### src/common/psc_cfg_regs.vh
// command codes, field layouts and reset values of the security and start-up command bank
`ifndef PSC_CFG_REGS_VH
`define PSC_CFG_REGS_VH

`define PSC_CMD_DIAG        8'hF0
`define PSC_CMD_SETUP       8'hF1
`define PSC_CMD_UNLOCK      8'hF2
`define PSC_CMD_MASK        8'hF4
`define PSC_CMD_WINDING     8'hF5
`define PSC_CMD_CLKADJ      8'hF6
`define PSC_CMD_DLC         8'hF7
`define PSC_CMD_BOOST       8'hF8

`define PSC_DIAG_BYTES      6'h08
`define PSC_SETUP_BYTES     6'h0C
`define PSC_PWD_BYTES       6'h06
`define PSC_MASK_BYTES      6'h20
`define PSC_DLC_BYTES       6'h08
`define PSC_IDX_MAX         6'h3F

`define PSC_PWD_DEFAULT     48'h303030303030
`define PSC_MASK_RESET      256'h0
`define PSC_BYTE_RESET      8'h00
`define PSC_DLC_RESET       64'h0
`define PSC_UNMAPPED_READ   8'hFF

// startup_load_comp_cfg fields
`define PSC_DLC_K3          63:56
`define PSC_DLC_LIM3        55:48
`define PSC_DLC_K2          47:40
`define PSC_DLC_LIM2        39:32
`define PSC_DLC_K1          31:24
`define PSC_DLC_LIM1        23:16
`define PSC_DLC_VEND        15:8
`define PSC_DLC_VSTART      7:0

// winding_ratio fields
`define PSC_WIND_PRI        7:4
`define PSC_WIND_SEC        3:0

// ramp multipliers are signed with this many fraction bits; unity used up to and including the first limit
`define PSC_K_FRAC          4
`define PSC_K_UNITY         8'h10
`define PSC_PERCENT         16'h0064

`endif

### src/psc_cfg.v
// pmbus slave holding the security, trim and start-up compensation command bank
`timescale 1ns/100ps
`default_nettype none
`include "psc_cfg_regs.vh"

// How it works
// - diagnostic dump reads eight buffer bytes
// - accepted setup write turns security on
// - setup reads return only zeros
// - correct unlock suspends security until reset
// - unlock command nacked while security off
// - 256-bit mask, one bit per command
// - locked masked commands other than setup and unlock have writes blocked
// - winding ratio: primary high, secondary low
// - eight-bit internal clock trim value
// - three signed multipliers scale rise slope
// - new slope acts on the next clock
// - capacitance over limit picks its multiplier
// - over third limit selects pid bank three
// - ramp start and end voltages stored
// - soft start adds percent to limit
module psc_cfg #(
   parameter [6:0] DEV_ADDR = 7'h40
) (
   input  wire        clock,
   input  wire        rst_n,
   input  wire        scl_in,
   input  wire        sda_in,
   output reg         sda_out,
   output reg         sda_oe,
   input  wire [63:0] diag_buffer,
   input  wire [7:0]  cap_estimate,
   input  wire [7:0]  ton_rise,
   input  wire        soft_start,
   input  wire [7:0]  current_limit_user,
   output reg  [16:0] ramp_slope,
   output reg         pid_bank3_sel,
   output reg  [10:0] current_limit,
   output reg  [7:0]  meas_v_start,
   output reg  [7:0]  meas_v_end,
   output reg  [3:0]  turns_primary,
   output reg  [3:0]  turns_secondary,
   output reg  [7:0]  clock_trim,
   output reg         security_on,
   output reg         security_suspended,
   output reg         ext_wr,
   output reg         ext_send,
   output reg  [7:0]  ext_cmd,
   output reg  [5:0]  ext_idx,
   output reg  [7:0]  ext_data
);

   localparam [8:0] S_IDLE  = 9'h001;
   localparam [8:0] S_ADDR  = 9'h002;
   localparam [8:0] S_ACKA  = 9'h004;
   localparam [8:0] S_CMD   = 9'h008;
   localparam [8:0] S_ACKC  = 9'h010;
   localparam [8:0] S_WR    = 9'h020;
   localparam [8:0] S_ACKW  = 9'h040;
   localparam [8:0] S_RD    = 9'h080;
   localparam [8:0] S_ACKR  = 9'h100;

   reg  [1:0]   scl_meta_q;
   reg  [1:0]   sda_meta_q;
   reg          scl_old_q;
   reg          sda_old_q;
   reg  [8:0]   state_q;
   reg  [3:0]   cnt_q;
   reg  [7:0]   sh_q;
   reg  [7:0]   tx_q;
   reg          rw_q;
   reg          host_nack_q;
   reg  [7:0]   cmd_q;
   reg  [5:0]   idx_q;
   reg          pend_q;
   reg  [95:0]  stage_q;
   reg  [47:0]  pwd_q;
   reg  [255:0] mask_q;
   reg  [7:0]   winding_q;
   reg  [7:0]   clkadj_q;
   reg  [63:0]  dlc_q;
   reg  [7:0]   boost_q;

   wire scl_s   = scl_meta_q[1];
   wire sda_s   = sda_meta_q[1];
   wire scl_ris = scl_s & ~scl_old_q;
   wire scl_fal = ~scl_s & scl_old_q;
   wire start_c = scl_s & scl_old_q & sda_old_q & ~sda_s;
   wire stop_c  = scl_s & scl_old_q & ~sda_old_q & sda_s;

   // the password and unlock commands themselves stay reachable, or a lock could never be lifted
   function blocked;
      input [7:0]   cmd;
      input [255:0] mask;
      input         lock;
      begin
         blocked = lock & mask[cmd] & (cmd != `PSC_CMD_SETUP) & (cmd != `PSC_CMD_UNLOCK);
      end
   endfunction

   wire lock_eff = security_on & ~security_suspended;
   wire cmd_blk  = blocked(cmd_q, mask_q, lock_eff);

   // read byte for the current index, or the next one while the host acknowledges
   wire [5:0] rd_idx = (state_q == S_ACKR) ? idx_q + 6'h01 : idx_q;
   reg  [7:0] rd_byte;
   always @* begin
      rd_byte = `PSC_UNMAPPED_READ;
      if (cmd_q == `PSC_CMD_DIAG) begin
         rd_byte = (rd_idx < `PSC_DIAG_BYTES) ? diag_buffer[rd_idx*8 +: 8] : `PSC_BYTE_RESET;
      end else if (cmd_q == `PSC_CMD_SETUP || cmd_q == `PSC_CMD_UNLOCK) begin
         rd_byte = `PSC_BYTE_RESET;
      end else if (cmd_q == `PSC_CMD_MASK) begin
         rd_byte = (rd_idx < `PSC_MASK_BYTES) ? mask_q[rd_idx*8 +: 8] : `PSC_BYTE_RESET;
      end else if (cmd_q == `PSC_CMD_WINDING) begin
         rd_byte = (rd_idx == 6'h00) ? winding_q : `PSC_BYTE_RESET;
      end else if (cmd_q == `PSC_CMD_CLKADJ) begin
         rd_byte = (rd_idx == 6'h00) ? clkadj_q : `PSC_BYTE_RESET;
      end else if (cmd_q == `PSC_CMD_DLC) begin
         rd_byte = (rd_idx < `PSC_DLC_BYTES) ? dlc_q[rd_idx*8 +: 8] : `PSC_BYTE_RESET;
      end else if (cmd_q == `PSC_CMD_BOOST) begin
         rd_byte = (rd_idx == 6'h00) ? boost_q : `PSC_BYTE_RESET;
      end
   end

   wire [5:0] idx_inc = (idx_q == `PSC_IDX_MAX) ? idx_q : idx_q + 6'h01;

   always @(posedge clock) begin
      if (!rst_n) begin
         scl_meta_q  <= 2'h3;
         sda_meta_q  <= 2'h3;
         scl_old_q   <= 1'b1;
         sda_old_q   <= 1'b1;
         state_q     <= S_IDLE;
         cnt_q       <= 4'h0;
         sh_q        <= 8'h00;
         tx_q        <= 8'h00;
         rw_q        <= 1'b0;
         host_nack_q <= 1'b0;
         cmd_q       <= 8'h00;
         idx_q       <= 6'h00;
         pend_q      <= 1'b0;
         stage_q     <= 96'h0;
         pwd_q       <= `PSC_PWD_DEFAULT;
         mask_q      <= `PSC_MASK_RESET;
         winding_q   <= `PSC_BYTE_RESET;
         clkadj_q    <= `PSC_BYTE_RESET;
         dlc_q       <= `PSC_DLC_RESET;
         boost_q     <= `PSC_BYTE_RESET;
         sda_out     <= 1'b0;
         sda_oe      <= 1'b0;
         security_on <= 1'b0;
         security_suspended <= 1'b0;
         ext_wr      <= 1'b0;
         ext_send    <= 1'b0;
         ext_cmd     <= 8'h00;
         ext_idx     <= 6'h00;
         ext_data    <= 8'h00;
      end else begin
         scl_meta_q <= {scl_meta_q[0], scl_in};
         sda_meta_q <= {sda_meta_q[0], sda_in};
         scl_old_q  <= scl_s;
         sda_old_q  <= sda_s;
         ext_wr     <= 1'b0;
         ext_send   <= 1'b0;
         if (start_c) begin
            state_q <= S_ADDR;
            cnt_q   <= 4'h0;
            idx_q   <= 6'h00;
            pend_q  <= 1'b0;
            sda_oe  <= 1'b0;
         end else if (stop_c) begin
            state_q <= S_IDLE;
            sda_oe  <= 1'b0;
            pend_q  <= 1'b0;
            if (pend_q && cmd_q == `PSC_CMD_SETUP && idx_q == `PSC_SETUP_BYTES &&
                stage_q[47:0] == pwd_q) begin
               pwd_q       <= stage_q[95:48];
               security_on <= 1'b1;
            end
            if (pend_q && cmd_q == `PSC_CMD_UNLOCK && idx_q == `PSC_PWD_BYTES &&
                stage_q[47:0] == pwd_q) begin
               security_suspended <= 1'b1;
            end
            if (pend_q && idx_q == 6'h00 && !cmd_blk && cmd_q[7:4] != 4'hF) begin
               ext_send <= 1'b1;
               ext_cmd  <= cmd_q;
            end
         end else if (scl_ris) begin
            if (state_q == S_ACKR) begin
               host_nack_q <= sda_s;
            end else if (state_q != S_IDLE) begin
               sh_q  <= {sh_q[6:0], sda_s};
               cnt_q <= cnt_q + 4'h1;
            end
         end else if (scl_fal) begin
            case (state_q)
               S_ADDR: begin
                  if (cnt_q == 4'h8) begin
                     if (sh_q[7:1] == DEV_ADDR) begin
                        state_q <= S_ACKA;
                        rw_q    <= sh_q[0];
                        sda_oe  <= 1'b1;
                     end else begin
                        state_q <= S_IDLE;
                     end
                  end
               end
               S_ACKA: begin
                  cnt_q <= 4'h0;
                  if (rw_q) begin
                     tx_q    <= rd_byte;
                     sda_oe  <= ~rd_byte[7];
                     state_q <= S_RD;
                  end else begin
                     sda_oe  <= 1'b0;
                     state_q <= S_CMD;
                  end
               end
               S_CMD: begin
                  if (cnt_q == 4'h8) begin
                     cmd_q <= sh_q;
                     idx_q <= 6'h00;
                     if (sh_q == `PSC_CMD_UNLOCK && !security_on) begin
                        state_q <= S_IDLE;
                     end else begin
                        state_q <= S_ACKC;
                        sda_oe  <= 1'b1;
                        pend_q  <= 1'b1;
                     end
                  end
               end
               S_ACKC, S_ACKW: begin
                  sda_oe  <= 1'b0;
                  cnt_q   <= 4'h0;
                  state_q <= S_WR;
               end
               S_WR: begin
                  if (cnt_q == 4'h8) begin
                     if (cmd_blk) begin
                        state_q <= S_IDLE;
                        pend_q  <= 1'b0;
                     end else begin
                        state_q <= S_ACKW;
                        sda_oe  <= 1'b1;
                        idx_q   <= idx_inc;
                        if ((cmd_q == `PSC_CMD_SETUP || cmd_q == `PSC_CMD_UNLOCK) &&
                            idx_q < `PSC_SETUP_BYTES) begin
                           stage_q[idx_q*8 +: 8] <= sh_q;
                        end
                        if (cmd_q == `PSC_CMD_MASK && idx_q < `PSC_MASK_BYTES) begin
                           mask_q[idx_q*8 +: 8] <= sh_q;
                        end
                        if (cmd_q == `PSC_CMD_WINDING && idx_q == 6'h00) begin
                           winding_q <= sh_q;
                        end
                        if (cmd_q == `PSC_CMD_CLKADJ && idx_q == 6'h00) begin
                           clkadj_q <= sh_q;
                        end
                        if (cmd_q == `PSC_CMD_DLC && idx_q < `PSC_DLC_BYTES) begin
                           dlc_q[idx_q*8 +: 8] <= sh_q;
                        end
                        if (cmd_q == `PSC_CMD_BOOST && idx_q == 6'h00) begin
                           boost_q <= sh_q;
                        end
                        if (cmd_q[7:4] != 4'hF) begin
                           ext_wr   <= 1'b1;
                           ext_cmd  <= cmd_q;
                           ext_idx  <= idx_q;
                           ext_data <= sh_q;
                        end
                     end
                  end
               end
               S_RD: begin
                  if (cnt_q == 4'h8) begin
                     sda_oe  <= 1'b0;
                     state_q <= S_ACKR;
                  end else begin
                     tx_q   <= {tx_q[6:0], 1'b0};
                     sda_oe <= ~tx_q[6];
                  end
               end
               S_ACKR: begin
                  if (host_nack_q) begin
                     state_q <= S_IDLE;
                  end else begin
                     idx_q   <= idx_inc;
                     tx_q    <= rd_byte;
                     sda_oe  <= ~rd_byte[7];
                     cnt_q   <= 4'h0;
                     state_q <= S_RD;
                  end
               end
               default: begin
                  state_q <= S_IDLE;
               end
            endcase
         end
      end
   end

   // start-up compensation; recomputed and registered every cycle so a new choice acts on the next clock
   reg  [7:0]  k_sel;
   reg         bank3;
   wire [16:0] slope_full = $signed({1'b0, ton_rise}) * $signed(k_sel);
   wire [15:0] boost_add  = (current_limit_user * boost_q) / `PSC_PERCENT;
   always @* begin
      k_sel = `PSC_K_UNITY;
      bank3 = 1'b0;
      if (cap_estimate > dlc_q[`PSC_DLC_LIM3]) begin
         k_sel = dlc_q[`PSC_DLC_K3];
         bank3 = 1'b1;
      end else if (cap_estimate > dlc_q[`PSC_DLC_LIM2]) begin
         k_sel = dlc_q[`PSC_DLC_K2];
      end else if (cap_estimate > dlc_q[`PSC_DLC_LIM1]) begin
         k_sel = dlc_q[`PSC_DLC_K1];
      end
   end

   always @(posedge clock) begin
      if (!rst_n) begin
         ramp_slope      <= 17'h0;
         pid_bank3_sel   <= 1'b0;
         current_limit   <= 11'h0;
         meas_v_start    <= 8'h00;
         meas_v_end      <= 8'h00;
         turns_primary   <= 4'h0;
         turns_secondary <= 4'h0;
         clock_trim      <= 8'h00;
      end else begin
         ramp_slope      <= $signed(slope_full) >>> `PSC_K_FRAC;
         pid_bank3_sel   <= bank3;
         current_limit   <= soft_start ? {3'h0, current_limit_user} + boost_add[10:0]
                                       : {3'h0, current_limit_user};
         meas_v_start    <= dlc_q[`PSC_DLC_VSTART];
         meas_v_end      <= dlc_q[`PSC_DLC_VEND];
         turns_primary   <= winding_q[`PSC_WIND_PRI];
         turns_secondary <= winding_q[`PSC_WIND_SEC];
         clock_trim      <= clkadj_q;
      end
   end

endmodule // psc_cfg
`default_nettype wire

### config.mk
export PLATFORM = sky130hd
export DESIGN_NAME = psc_cfg
export DESIGN_NICKNAME = d
export VERILOG_FILES = /design/src/psc_cfg.v
export VERILOG_INCLUDE_DIRS = /design/src /design/src/common
export SDC_FILE = /design/constraint.sdc
export NUM_CORES = 2
export LEC_CHECK = 0
export BUFFER_PORTS_ARGS = -buffer_cell sky130_fd_sc_hd__buf_2
export CORE_UTILIZATION = 52
export CTS_CLUSTER_SIZE = 8
export DETAILED_ROUTE_END_ITERATION = 16
export GPL_TIMING_DRIVEN = 0
export PLACE_DENSITY = 0.74
export SLEW_MARGIN = 5
export SYNTH_ARGS = -nofsm -noshare
export SYNTH_HDL_FRONTEND = slang
export SYNTH_SLANG_ARGS = --single-unit
### constraint.sdc
create_clock -name clock -period 12.89 [get_ports clock]
set_clock_uncertainty 0.2 [all_clocks]
set_input_delay 0.6445 -clock clock [delete_from_list [all_inputs] [get_ports clock]]
set_output_delay 0.6445 -clock clock [all_outputs]
set_load 0.01 [all_outputs]
==> reports/summary.txt <==
Layout Utilization -> 59.3%
Routed Wire Length -> 142000 um
root buffer cell -> clkbuf_16
GRT Total Usage -> 39.3%
final hold violation count -> 0
Async SR Flop Fraction -> 0%
worst path required time -> 13.19 ns
Synth Area in Adders -> 8.25%
largest family of logic cells by synthesized area -> simple AND/OR/NAND/NOR gates
Mapped Area -> 36400 sq um
TritonCTS clock tree -> yes
Multi-input gate area -> 22400 sq um
maximum VDD drop -> 0.0000963 V
Core Area -> 68900 sq um
Synth Area in XOR/XNOR -> 2.43%
Clock power frac -> 48.8%
Slew Limit Headroom -> -7.33%
complex-gate fraction of the synthesized area -> 12.8%
Die Span X -> 266 um
vias in the first global route -> 32300
area of the die -> 71000 sq um
simple-gate share of the synthesized area -> 22.1%
clk_lat worst skew -> 0.65 ns
dominant cell type by area after synthesis -> dfxtp_1
clock sink count -> 623
Comb power frac -> 5.6%
Switching Power -> 1020 uW
Final #Nets -> 4788
Tot Pwr -> 4270 uW
Internal Pwr Total -> 3250 uW
CP dominant cell by count -> fa_1
P&R area growth vs syn -> 12.5%
via total after detailed routing -> 35200
startpoint class of the critical path -> flip-flop
fin crit share -> 94.5%
H-tree lvl count -> 3
Seq/Total Area, Yosys -> 34.3%
Cells after Synth -> 4229
portion of netlist area occupied by mux cells -> 15.7%
unrepaired setup endpoints after global routing -> false
initial drt markers -> 4914
Sequential Power Share -> 45.6%
Net Sw Frac -> 24.0%
#FFs+latches synth -> 623
prevailing post-synth register cell -> dfxtp_1
Final Slew Violations -> 11
post-route setup slack -> 0.714 ns
final setup fails -> 0
CP max stage delay -> 0.56 ns
failing checks -> max-capacitance violations, max-slew violations
total leakage power -> 0.0159 uW
Post-synth EDFFs -> 0
IO Port Bufs -> 179
CP max FO -> 10
DRC viols -> 0
initial core utilization -> 52.8%
DP HPWL -> 103000 um
first-pass GRT wire length -> 206000 um
post-layout min period -> 12.18 ns
fillers -> 6237
pre-CTS WS -> -0.109 ns
critical path class -> flip-flop to flip-flop
layout cells sized above 1 -> 12.1%
synth unique cells -> 93
Critical-path top delay cell -> fa_1
WL per Instance -> 26.1 um
DR vias/cell -> 6.47
Hold Slack -> 0.0377 ns
gr ovfl total -> 0
pwr dens -> 104 nW/um^2
Mean Syn Cell Area -> 8.60 sq um
Reg2Reg Setup Slack -> 0.71 ns
Area contributors post-synth -> dfxtp_1 34%, mux4_2 11%, nor2_1 7.6%
final RePlAce weighted congestion -> 1.06
pin count of the biggest net entering global routing -> 13
outcome -> complete, but fails checks
Fmax -> 82.1 MHz
post-route antenna net violation count -> 0
TritonCTS buffer count -> 88
TNS Setup -> 0 ns
crit path DAT -> 12.48 ns
clk slew on worst S/H paths -> 0.05 ns
antenna violations before repair -> 3
Worst setup EP type -> flip-flop
DIE HEIGHT -> 266 um
IO Pins -> 182
DR pass1 iterations -> 9
row count -> 96
hold crit path type -> input port to flip-flop
Register Area -> 12500 sq um
Max Cap Violations -> 1
Slew @ Worst Pin -> 1.60 ns
YS warnings -> 0
share of the synthesized area in the top cell type -> 34.3%
clock tree buffer depth -> 3
worst paths after layout:
check,startpoint,to,cells past startpoint
hold / removal,scl_in,scl_meta_q[0],2
setup / recovery,boost_q[2],current_limit[6],44
hold reg to reg,scl_meta_q[0],scl_meta_q[1],1
setup reg to reg,boost_q[2],current_limit[6],44
what timing repair did:
| item | CTS | global route |
|---|---|---|
| endpoints found under the setup margin | 0 | 6 |
| hold buffers | 1 | 0 |
| resized for setup | 0 | 17 |
| hold endpoints to repair | 1 | 0 |
| buffers inserted | 0 | 1 |
per-stage QoR:
step | cells | area (sq um)
after floorplan | 4230 | 36400
after global placement | 5340 | 38400
after detailed placement | 5341 | 38500
after CTS | 5441 | 40800
after global routing | 5442 | 40900
final | 5444 | 40900
critical path: cells and delay by family, from the launching register on:
kind	cells	cell delay [ns]
compound gates	20	4.79
xor+xnor	1	0.16
fa+ha+maj	8	3.17
buf+inv	4	0.37
flops	1	0.51
mux	3	1.17
simple gates	8	1.66
registers in the layout, summed over array words and instances, names as in the netlist, 9 cells and up:
signal and cells:
ramp_slope 13, current_limit 11, mask_q 256, pwd_q 48, stage_q 96, state_q 9, dlc_q 64
synthesized netlist by cell type, types with 66 or more instances:
| cell type | instances |
|---|---|
| dfxtp_1 | 623 |
| nor3_1 | 271 |
| and2_1 | 115 |
| nor2_1 | 736 |
| nand3_1 | 105 |
| ha_1 | 122 |
| clkbuf_1 | 247 |
| nand2_1 | 292 |
| xnor2_1 | 66 |
| fa_1 | 73 |
| mux2i_1 | 156 |
| mux4_2 | 181 |
| inv_1 | 150 |
| a21oi_1 | 490 |
cell usage in the layout, fill, tap and decap left out, types with 11 or more instances in the layout:
master,n
a21oi_1,489
nor4_1,49
a21o_1,27
buf_2,184
nor3_1,268
xor2_1,35
xnor2_1,65
a22oi_1,18
buf_1,15
nand3b_1,11
o22ai_1,15
inv_1,150
nand2b_1,26
or2_2,16
mux4_2,181
nand2_1,292
nor2_1,736
and2_1,115
clkbuf_16,88
nor2b_1,43
dfxtp_1,618
a31oi_1,32
a211oi_1,32
o21ai_0,61
or3_1,20
mux2i_1,152
fa_1,73
o211ai_1,11
nand4_1,26
nand3_1,105
ha_1,122
clkbuf_1,245
o21bai_1,12
cell type report:
class	count	share of cell area [%]
Multi-Input combinational cell	3180	54.7
Sequential cell	623	30.5
Clock buffer	92	5.47
Tap cell	931	2.85
Buffer	272	2.57
Timing Repair Buffer	183	2.28
Inverter	152	1.39
Clock inverter	7	0.223
Antenna cell	4	0.0245
power by group through the flow:
| stage | combinational [uW] | sequential (uW) | clock, uW |
|---|---|---|---|
| finish | 240 | 1950 | 2080 |
| global route | 268 | 1950 | 2160 |
| CTS | 240 | 1950 | 2080 |
| detailed placement | 237 | 1990 | 0 |
| global placement | 231 | 1990 | 0 |
| floorplan | 145 | 1990 | 0 |
layer usage:
layer  track usage [%]  vias to the layer above  wire length [um]
met2              56.9                     2537             58700
met5                 0                        -                 9
met3              13.9                      622             19200
li1                  -                    15400                 -
met4              23.3                        2             10000
met1              50.4                    16700             54200
logic make-up (layout without fill, tap and decap cells):
kind of cell    Yosys count  in the layout
buf+inv                 427            706
xor+xnor                101            101
other cells               1              6
flops                   623            623
simple gates           1754           1754
mux                     342            342
fa+ha+maj               196            196
compound gates          785            785
Note: power is estimated with default switching activity, not from simulation.
